<file path="src/include/capture_timer_pkg.sv">
// Constants for the free-running capture timer: register map, field
// positions, clock-select codes and reload value.
// Assumes a 32-bit AHB-Lite bus with one register per aligned word.
`default_nettype none

package capture_timer_pkg;
    // Register byte offsets
    localparam logic [7:0] OFF_COUNT_HI = 8'h00;
    localparam logic [7:0] OFF_COUNT_LO = 8'h04;
    localparam logic [7:0] OFF_SHADOW_HI = 8'h08;
    localparam logic [7:0] OFF_SHADOW_LO = 8'h0c;
    localparam logic [7:0] OFF_CAP1_HI = 8'h10;
    localparam logic [7:0] OFF_CAP1_LO = 8'h14;
    localparam logic [7:0] OFF_CAP2_HI = 8'h18;
    localparam logic [7:0] OFF_CAP2_LO = 8'h1c;
    localparam logic [7:0] OFF_STATUS = 8'h20;
    localparam logic [7:0] OFF_CTL_ONE = 8'h24;
    localparam logic [7:0] OFF_CTL_TWO = 8'h28;
    // timer_control_one fields
    localparam int C1_CAP_IRQ_EN = 7;
    localparam int C1_OVF_IRQ_EN = 5;
    localparam int C1_CAP1_EDGE = 1;
    // timer_control_two fields
    localparam int C2_PWM = 5;
    localparam int C2_ONE_PULSE = 4;
    localparam int C2_CLK_SEL_HI = 3;
    localparam int C2_CLK_SEL_LO = 2;
    localparam int C2_CAP2_EDGE = 1;
    localparam int C2_EXT_EDGE = 0;
    // timer_status_reg fields
    localparam int ST_CAP1 = 7;
    localparam int ST_CAP2 = 6;
    localparam int ST_OVF = 5;
    // Reset values
    localparam logic [7:0] CTL_RESET = 8'h00;
    localparam logic [15:0] COUNT_RELOAD = 16'hfffc;
    // Clock-select codes
    localparam logic [1:0] CLK_DIV4 = 2'h0;
    localparam logic [1:0] CLK_DIV2 = 2'h1;
    localparam logic [1:0] CLK_DIV8 = 2'h2;
    localparam logic [1:0] CLK_EXT = 2'h3;
    // Prescaler terminal counts
    localparam logic [2:0] PRE_END_DIV2 = 3'h1;
    localparam logic [2:0] PRE_END_DIV4 = 3'h3;
    localparam logic [2:0] PRE_END_DIV8 = 3'h7;
    // Bus codes
    localparam logic [1:0] HTRANS_NONSEQ = 2'h2;
    localparam logic HRESP_OKAY = 1'b0;
endpackage : capture_timer_pkg

`default_nettype wire

</file>
<file path="src/rtl/capture_timer.sv">
// Free-running 16-bit timer with overflow flag and two capture channels,
// byte registers reached over AHB-Lite as word-aligned registers.
// Assumes pins synchronous to clk_in and a single-slave AHB-Lite bus.
`timescale 1ns/10ps
`default_nettype none

// Contract
// - Free 16-bit up-counter, high/low byte pair
// - Clock-select 11 picks external clock pin
// - Internal clock divides by 2, 4, 8
// - Low-byte write forces counter to FFFCh
// - Reset loads FFFCh, sole reload value
// - Shadow pair same count, never clears overflow
// - High read buffers low byte until low read
// - Unbuffered low read returns live low byte
// - Wrap FFFFh to 0000h sets overflow flag
// - Overflow interrupt needs enable and unmasked CPU
// - Overflow clear: status read then low access
// - Runs in wait, holds count in halt
// - Edge-select bit picks external clock edge
// - Capture edge latches count, sets flag
// - Edge selects: pin two ctl two, one ctl one
// - One capture enable, unmasked CPU, else pending
// - Capture clear: status read then low access
// - High read blocks channel until low read
// - Newest capture overwrites older value
// - Pulse or PWM mode: channel two only
// - Capture pins always watched, even as outputs
// - Unbonded timer input reads as one
module capture_timer #(
    parameter bit EXT_CLK_BONDED = 1'b1,
    parameter bit CAP1_BONDED = 1'b1,
    parameter bit CAP2_BONDED = 1'b1
) (
    // Clock and reset
    input wire logic clk_in,
    input wire logic reset_n_in,
    // AHB-Lite slave
    input wire logic hsel_in,
    input wire logic [7:0] haddr_in,
    input wire logic [1:0] htrans_in,
    input wire logic hwrite_in,
    input wire logic hready_in,
    input wire logic [31:0] hwdata_in,
    output logic [31:0] hrdata_out,
    output logic hreadyout_out,
    output logic hresp_out,
    // Timer pins and CPU state
    input wire logic ext_timer_clock_pin_in,
    input wire logic capture_pin_one_in,
    input wire logic capture_pin_two_in,
    input wire logic cpu_irq_mask_in,
    input wire logic halt_in,
    // Interrupt request
    output logic timer_irq_out
);

    // ************************************************************
    // State
    // ************************************************************
    typedef struct packed {
        logic [15:0] count;
        logic [2:0] pre;
        logic ext_prev;
        logic [1:0] cap_prev;
        logic [7:0] lsb_buf;
        logic lsb_held;
        logic [15:0] cap1;
        logic [15:0] cap2;
        logic [1:0] inhibit;
        logic ovf;
        logic [1:0] cf;
        logic arm_ovf;
        logic [1:0] arm_cf;
        logic [7:0] ctl1;
        logic [7:0] ctl2;
        logic irq;
        logic ph_wr;
        logic [7:0] ph_addr;
        logic [31:0] rdata;
    } state_t;

    state_t state_q;
    state_t state_d;
    logic ext_pin;
    logic [1:0] cap_pin;
    logic tick;
    logic [1:0] cap_hit;
    logic addr_ok;
    logic wr_phase;

    // Address match on the word offset
    function automatic logic hit(input logic [7:0] a, input logic [7:0] off);
        hit = (a == off);
    endfunction : hit

    // Unbonded pins read as one
    assign ext_pin = EXT_CLK_BONDED ? ext_timer_clock_pin_in : 1'b1;
    assign cap_pin[0] = CAP1_BONDED ? capture_pin_one_in : 1'b1;
    assign cap_pin[1] = CAP2_BONDED ? capture_pin_two_in : 1'b1;
    assign addr_ok = hsel_in && hready_in && (htrans_in == capture_timer_pkg::HTRANS_NONSEQ);
    assign wr_phase = state_q.ph_wr;

    // ************************************************************
    // Next state
    // ************************************************************
    always_comb begin
        logic [1:0] csel;
        logic [2:0] pre_end;
        logic ext_edge;
        logic [1:0] edge_sel;
        state_d = state_q;
        csel = state_q.ctl2[capture_timer_pkg::C2_CLK_SEL_HI:capture_timer_pkg::C2_CLK_SEL_LO];
        pre_end = capture_timer_pkg::PRE_END_DIV4;
        ext_edge = 1'b0;
        edge_sel[0] = state_q.ctl1[capture_timer_pkg::C1_CAP1_EDGE];
        edge_sel[1] = state_q.ctl2[capture_timer_pkg::C2_CAP2_EDGE];
        state_d.rdata = 32'h0000_0000;
        state_d.ph_wr = 1'b0;

        // Prescaler selection; halt freezes both prescaler and counter
        unique case (csel)
            capture_timer_pkg::CLK_DIV2: pre_end = capture_timer_pkg::PRE_END_DIV2;
            capture_timer_pkg::CLK_DIV4: pre_end = capture_timer_pkg::PRE_END_DIV4;
            capture_timer_pkg::CLK_DIV8: pre_end = capture_timer_pkg::PRE_END_DIV8;
            capture_timer_pkg::CLK_EXT: pre_end = capture_timer_pkg::PRE_END_DIV4;
        endcase
        // Edge-select one means rising edge
        if (state_q.ctl2[capture_timer_pkg::C2_EXT_EDGE]) begin
            ext_edge = ext_pin && !state_q.ext_prev;
        end else begin
            ext_edge = !ext_pin && state_q.ext_prev;
        end
        state_d.ext_prev = ext_pin;
        if (csel == capture_timer_pkg::CLK_EXT) begin
            tick = ext_edge && !halt_in;
            state_d.pre = 3'h0;
        end else begin
            tick = (state_q.pre == pre_end) && !halt_in;
            if (!halt_in) begin
                state_d.pre = (state_q.pre == pre_end) ? 3'h0 : state_q.pre + 3'h1;
            end
        end
        if (tick) begin
            state_d.count = state_q.count + 16'h0001;
        end

        // Capture edge detect; pins are watched whatever their port role
        state_d.cap_prev = cap_pin;
        for (int i = 0; i < 2; i++) begin
            cap_hit[i] = (edge_sel[i] ? (cap_pin[i] && !state_q.cap_prev[i])
                                      : (!cap_pin[i] && state_q.cap_prev[i]))
                         && !state_q.inhibit[i];
        end
        // Channel one captures are suppressed in pulse and PWM modes
        if (state_q.ctl2[capture_timer_pkg::C2_ONE_PULSE] || state_q.ctl2[capture_timer_pkg::C2_PWM]) begin
            cap_hit[0] = 1'b0;
        end

        // Write data phase: count and shadow low writes reload; count and capture low writes act as clear step
        if (wr_phase) begin
            if (hit(state_q.ph_addr, capture_timer_pkg::OFF_COUNT_LO)
                || hit(state_q.ph_addr, capture_timer_pkg::OFF_SHADOW_LO)) begin
                state_d.count = capture_timer_pkg::COUNT_RELOAD;
                state_d.pre = 3'h0;
            end
            if (hit(state_q.ph_addr, capture_timer_pkg::OFF_COUNT_LO) && state_q.arm_ovf) begin
                state_d.ovf = 1'b0;
                state_d.arm_ovf = 1'b0;
            end
            if (hit(state_q.ph_addr, capture_timer_pkg::OFF_CAP1_LO) && state_q.arm_cf[0]) begin
                state_d.cf[0] = 1'b0;
                state_d.arm_cf[0] = 1'b0;
            end
            if (hit(state_q.ph_addr, capture_timer_pkg::OFF_CAP2_LO) && state_q.arm_cf[1]) begin
                state_d.cf[1] = 1'b0;
                state_d.arm_cf[1] = 1'b0;
            end
            if (hit(state_q.ph_addr, capture_timer_pkg::OFF_CTL_ONE)) begin
                state_d.ctl1 = hwdata_in[7:0];
            end
            if (hit(state_q.ph_addr, capture_timer_pkg::OFF_CTL_TWO)) begin
                state_d.ctl2 = hwdata_in[7:0];
            end
        end

        // Address phase: reads take effect here, writes wait for data
        if (addr_ok) begin
            state_d.ph_wr = hwrite_in;
            state_d.ph_addr = haddr_in;
        end
        if (addr_ok && !hwrite_in) begin
            unique case (haddr_in)
                capture_timer_pkg::OFF_COUNT_HI, capture_timer_pkg::OFF_SHADOW_HI: begin
                    state_d.rdata[7:0] = state_q.count[15:8];
                    if (!state_q.lsb_held) begin
                        state_d.lsb_buf = state_q.count[7:0];
                        state_d.lsb_held = 1'b1;
                    end
                end
                capture_timer_pkg::OFF_COUNT_LO, capture_timer_pkg::OFF_SHADOW_LO: begin
                    // Live low byte unless a high read buffered it
                    state_d.rdata[7:0] = state_q.lsb_held ? state_q.lsb_buf
                                                          : state_q.count[7:0];
                    state_d.lsb_held = 1'b0;
                    // Shadow low never clears overflow
                    if (hit(haddr_in, capture_timer_pkg::OFF_COUNT_LO) && state_q.arm_ovf) begin
                        state_d.ovf = 1'b0;
                        state_d.arm_ovf = 1'b0;
                    end
                end
                capture_timer_pkg::OFF_CAP1_HI: begin
                    state_d.rdata[7:0] = state_q.cap1[15:8];
                    state_d.inhibit[0] = 1'b1;
                end
                capture_timer_pkg::OFF_CAP2_HI: begin
                    state_d.rdata[7:0] = state_q.cap2[15:8];
                    state_d.inhibit[1] = 1'b1;
                end
                capture_timer_pkg::OFF_CAP1_LO: begin
                    state_d.rdata[7:0] = state_q.cap1[7:0];
                    state_d.inhibit[0] = 1'b0;
                    if (state_q.arm_cf[0]) begin
                        state_d.cf[0] = 1'b0;
                        state_d.arm_cf[0] = 1'b0;
                    end
                end
                capture_timer_pkg::OFF_CAP2_LO: begin
                    state_d.rdata[7:0] = state_q.cap2[7:0];
                    state_d.inhibit[1] = 1'b0;
                    if (state_q.arm_cf[1]) begin
                        state_d.cf[1] = 1'b0;
                        state_d.arm_cf[1] = 1'b0;
                    end
                end
                capture_timer_pkg::OFF_STATUS: begin
                    state_d.rdata[capture_timer_pkg::ST_CAP1] = state_q.cf[0];
                    state_d.rdata[capture_timer_pkg::ST_CAP2] = state_q.cf[1];
                    state_d.rdata[capture_timer_pkg::ST_OVF] = state_q.ovf;
                    // Arm only flags seen set by this read
                    state_d.arm_ovf = state_q.arm_ovf || state_q.ovf;
                    state_d.arm_cf = state_q.arm_cf | state_q.cf;
                end
                capture_timer_pkg::OFF_CTL_ONE: state_d.rdata[7:0] = state_q.ctl1;
                capture_timer_pkg::OFF_CTL_TWO: state_d.rdata[7:0] = state_q.ctl2;
                default: state_d.rdata = 32'h0000_0000;
            endcase
        end

        // Events last so a set beats a same-cycle clear
        if (tick && state_q.count == 16'hffff) begin
            state_d.ovf = 1'b1;
        end
        if (cap_hit[0]) begin
            state_d.cap1 = state_q.count;
            state_d.cf[0] = 1'b1;
        end
        if (cap_hit[1]) begin
            state_d.cap2 = state_q.count;
            state_d.cf[1] = 1'b1;
        end
        // Flags stay pending while masked; request follows when allowed
        state_d.irq = !cpu_irq_mask_in
            && ((state_q.ovf && state_q.ctl1[capture_timer_pkg::C1_OVF_IRQ_EN])
                || ((|state_q.cf) && state_q.ctl1[capture_timer_pkg::C1_CAP_IRQ_EN]));
    end

    // ************************************************************
    // Registers
    // ************************************************************
    always_ff @(posedge clk_in or negedge reset_n_in) begin
        if (!reset_n_in) begin
            state_q <= '0;
            state_q.count <= capture_timer_pkg::COUNT_RELOAD;
            state_q.ctl1 <= capture_timer_pkg::CTL_RESET;
            state_q.ctl2 <= capture_timer_pkg::CTL_RESET;
            state_q.ext_prev <= 1'b1;
            state_q.cap_prev <= 2'h3;
        end else begin
            state_q <= state_d;
        end
    end

    // Read data and irq straight from flops; zero wait states, always OKAY
    assign hrdata_out = state_q.rdata;
    assign hreadyout_out = 1'b1;
    assign hresp_out = capture_timer_pkg::HRESP_OKAY;
    assign timer_irq_out = state_q.irq;

    // ************************************************************
    // Assertions
    // ************************************************************
    logic low_wr;
    logic div4_run;
    assign low_wr = wr_phase && (hit(state_q.ph_addr, capture_timer_pkg::OFF_COUNT_LO)
                                 || hit(state_q.ph_addr, capture_timer_pkg::OFF_SHADOW_LO));
    assign div4_run = !halt_in && !low_wr && !wr_phase
        && state_q.ctl2[capture_timer_pkg::C2_CLK_SEL_HI:capture_timer_pkg::C2_CLK_SEL_LO]
           == capture_timer_pkg::CLK_DIV4;
endmodule : capture_timer

`default_nettype wire

</file>
<file path="config.mk">
export PLATFORM = sky130hd
export DESIGN_NAME = capture_timer
export DESIGN_NICKNAME = d
export VERILOG_FILES = /design/src/include/capture_timer_pkg.sv /design/src/rtl/capture_timer.sv
export SDC_FILE = /design/constraint.sdc
export NUM_CORES = 1
export LEC_CHECK = 0
export ABC_AREA = 1
export CAP_MARGIN = 20
export CORE_MARGIN = 1.5
export CORE_UTILIZATION = 60
export DETAILED_ROUTE_END_ITERATION = 12
export DONT_BUFFER_PORTS = 1
export PLACE_DENSITY_LB_ADDON = 0.1
export REMOVE_ABC_BUFFERS = 1
export SLEW_MARGIN = 20
export SYNTH_ARGS = -nofsm -noshare
export SYNTH_HDL_FRONTEND = slang
export SYNTH_SLANG_ARGS = --single-unit
</file>
<file path="constraint.sdc">
create_clock -name clk_in -period 1.89 [get_ports clk_in]
set_input_delay 0.0945 -clock clk_in [delete_from_list [all_inputs] [get_ports clk_in]]
set_output_delay 0.0945 -clock clk_in [all_outputs]
set_load 0.01 [all_outputs]
</file>
==> qor.yml <==
cts:
  clock_sinks: 105
  holdBufCountCts: 22
  htreeDepth: 3
  postCtsSetupRepairBufs: 0
  cts_resized: 0
  clock_latency_ns: 0.38
  cts.clk_slew.worst_paths_ns: 0.10
  cts_root_buf: "clkbuf_8"
  numCtsBuffers: 9
  clk_path_buf_depth: 2
  tritoncts: "yes"
sta:
  worst-slew-pin-transition_ns: 0.741
  finalSetupViolations: 0
  maxSlewViolCount: 0
  finalClockSkew_ns: 0.0114
  timing.final.hold_violations: 105
  fin_crit_sh_pct: 90.2
  fin_ws_ns: 0.185
  timing.fmax_ghz: 0.586
  rsz0062_at_grt: "no"
  tns_ns: 0
  min_period_ns: 1.71
  max_slew_margin_pct: 50.5
  hold_ws_ns: -0.605
pwr:
  share_comb_of_total_power_pct: 20.5
  p_switching_mw: 1.85
  power.static_leakage_nw: 3.12
  pwr-share-seq_pct: 54.6
  powerDensity_mw_per_mm2: 895
  p_clk_share_pct: 24.9
  vdd_drop_max_mv: 0.881
  swShare_pct: 34.1
  intPower_mw: 3.58
  power_mw: 5.42
place:
  dp_cells: 846
  dp_hpwl_mm: 9.20
  place_area_mm2: 0.00565
  dp_slack_ns: 0.240
  routabilityCongestion: 0.927
  numPortBuffers: 0
logic_synthesis:
  synthSimpleGateAreaFrac_pct: 31.3
  synth_commonest_cells: "nand2_1 (217), dfrtp_1 (88), o21ai_0 (77)"
  syn_area_per_cell_um2: 7.71
  yosysWarnings: 0
  synth_cells: 740
  synth-seq-cells: 105
  synthAdderAreaFrac_pct: 0.439
  synth_top_area_share_pct: 38.6
  synth_area_leader_cell: "dfrtp_1"
  synth_compound_area_share_pct: 10.1
  synth_edf_count: 0
  synth_area_leaders: "dfrtp_1 (39%), nand2_1 (14%), dfstp_2 (7.8%)"
  synth-xor-area-share_pct: 0.461
  synthArstFlopShare_pct: 100
  syn_area_mm2: 0.00571
  ys_types: 37
  synthFlopType: "dfrtp_1"
  synth.most_common_cell: "nand2_1"
  synth_top_family_by_area: "simple AND/OR/NAND/NOR gates"
  synthMuxAreaShare_pct: 0
  yosysSeqAreaShare_pct: 46.4
die:
  row_count: 35
  die_w_um: 101
  die_area_mm2: 0.0101
  core_mm2: 0.00924
  die_h_um: 101
  start_util_pct: 61.7
  pin_count: 87
final_layout:
  nNetsFinal: 804
  antenna_cells: 0
  layout.cells.non_filler: 884
  syn_to_final_growth_pct: 6.23
  drive_above_1_share_pct: 10.1
  stdcell_area_mm2: 0.00606
  utilization_pct: 65.6
drt:
  drc_errors: 0
  drt_pass1_iterations: 5
  wl_mm: 13.3
  vias: 4816
  drt-initial-drc-count: 231
  postRouteAntennaNets: 0
  drt-vias-per-instance: 5.45
  wl_per_cell_um: 15.0
grt:
  grt_pass1_wl_mm: 22.3
  grt_pass1_vias: 4707
  grt_antenna_before_repair: 0
  grt_max_degree: 106
  grt_usage_pct: 28.6
  gr-total-overflow: 0
worst_setup_path:
  start_kind: "flop"
  crit_chain: "nand2_1 > nor2_1 > nand3_1 > o21ai_0 > nand2_1 > nand3_1 > nand3_1"
  worst-path-buf-inv: 0
  slowest_stage: "dfstp_2"
  critPathRequiredTime_ns: 2.19
  cpPeakStageDelay_ns: 0.59
  critPathMostFrequentCell: "nand3_1"
  cp_max_fo: 5
  crit_arrival_ns: 2.01
  end_kind: "flop"
  critPathKind: "flop to flop"
  cp_top_family: "simple AND/OR/NAND/NOR gates"
status:
  outcome: "finished with violations"
  violations: "negative hold slack"
flow_run:
  drv_cap: 0
min_path:
  hold_path.class: "input port to asynchronous set/reset pin"
==> sequential cells by signal (all words and copies together), names as in the netlist <==
signal,cells
hrdata_out,8
timer_irq_out,1
wr_phase,1
state_q,95
==> layout make-up <==
type / instances / area (um^2)
Clock buffer: 11 / 151
Multi-Input combinational cell: 536 / 2510
Clock inverter: 5 / 38.8
Fill cell: 813 / 3180
Tap cell: 129 / 161
Timing Repair Buffer: 29 / 285
Inverter: 69 / 260
Sequential cell: 105 / 2650
==> layout by cell type, fill, tap and decap left out, drive strengths merged <==
cell type	n
clkbuf	11
o21bai	1
ha	2
buf	7
dfstp	17
clkinv	5
a21oi	13
o22ai	1
or2	1
a31oi	1
dlygate4sd3	22
xor2	3
conb	26
nand3b	8
o21ai	93
nor2	69
nand4	15
dfrtp	88
nor3	9
nand3	69
clkinvlp	1
inv	68
nand2	225
==> path summary, 6_finish.rpt <==
| path | startpoint | endpoint | slack (ns) | cells after the start |
|---|---|---|---|---|
| max | state_q[115]$_DFF_PN1_ | state_q[126]$_DFF_PN1_ | 0.18 | 7 |
| min | reset_n_in | wr_phase$_DFF_PN0_ | -0.60 | 0 |
| max reg2reg | state_q[115]$_DFF_PN1_ | state_q[126]$_DFF_PN1_ | 0.18 | 7 |
| min reg2reg | state_q[86]$_DFFE_PN0P_ | state_q[86]$_DFFE_PN0P_ | 0.49 | 2 |
| max in group asynchronous | reset_n_in | state_q[108]$_DFF_PN1_ | 2.24 | 0 |
| min in group clk_in | haddr_in[3] | state_q[60]$_DFF_PN0_ | 0.06 | 4 |
==> kinds of logic after synthesis <==
logic type | count (synthesis)
AND/OR/NAND/NOR | 396
buffers and inverters | 123
AO/OA/AOI/OAI | 109
flip-flops | 105
XOR/XNOR | 3
adder cells (fa/ha/maj) | 2
other | 2
==> power groups by stage <==
stage / clock network [mW] / logic (mW) / registers [mW]
6_report: 1.35 / 1.11 / 2.96
2_1_floorplan: 0 / 0.798 / 2.90
4_1_cts: 1.39 / 1.10 / 2.95
3_3_place_gp: 0 / 1.02 / 2.97
5_1_grt: 1.46 / 1.28 / 3.00
3_5_place_dp: 0 / 1.06 / 2.99
==> layer usage <==
| metal | vias to the layer above | GRT usage, % | part of all wire, % | routed length [um] |
|---|---|---|---|---|
| li1 | 2337 | - | - | - |
| met1 | 2293 | 38.0 | 45 | 5990 |
| met2 | 157 | 46.2 | 46 | 6130 |
| met3 | 29 | 4.99 | 5.4 | 722 |
| met4 | 0 | 12.9 | 3.3 | 443 |
| met5 | - | 0 | 0 | 0 |
==> worst register-to-register path, stage by stage, from the launching register on <==
cell,delay (ns)
dfstp_2,0.59
nand2_1,0.08
nor2_1,0.31
nand3_1,0.23
o21ai_0,0.21
nand2_1,0.07
nand3_1,0.06
nand3_1,0.09
Power figures use the tool's default switching activity.
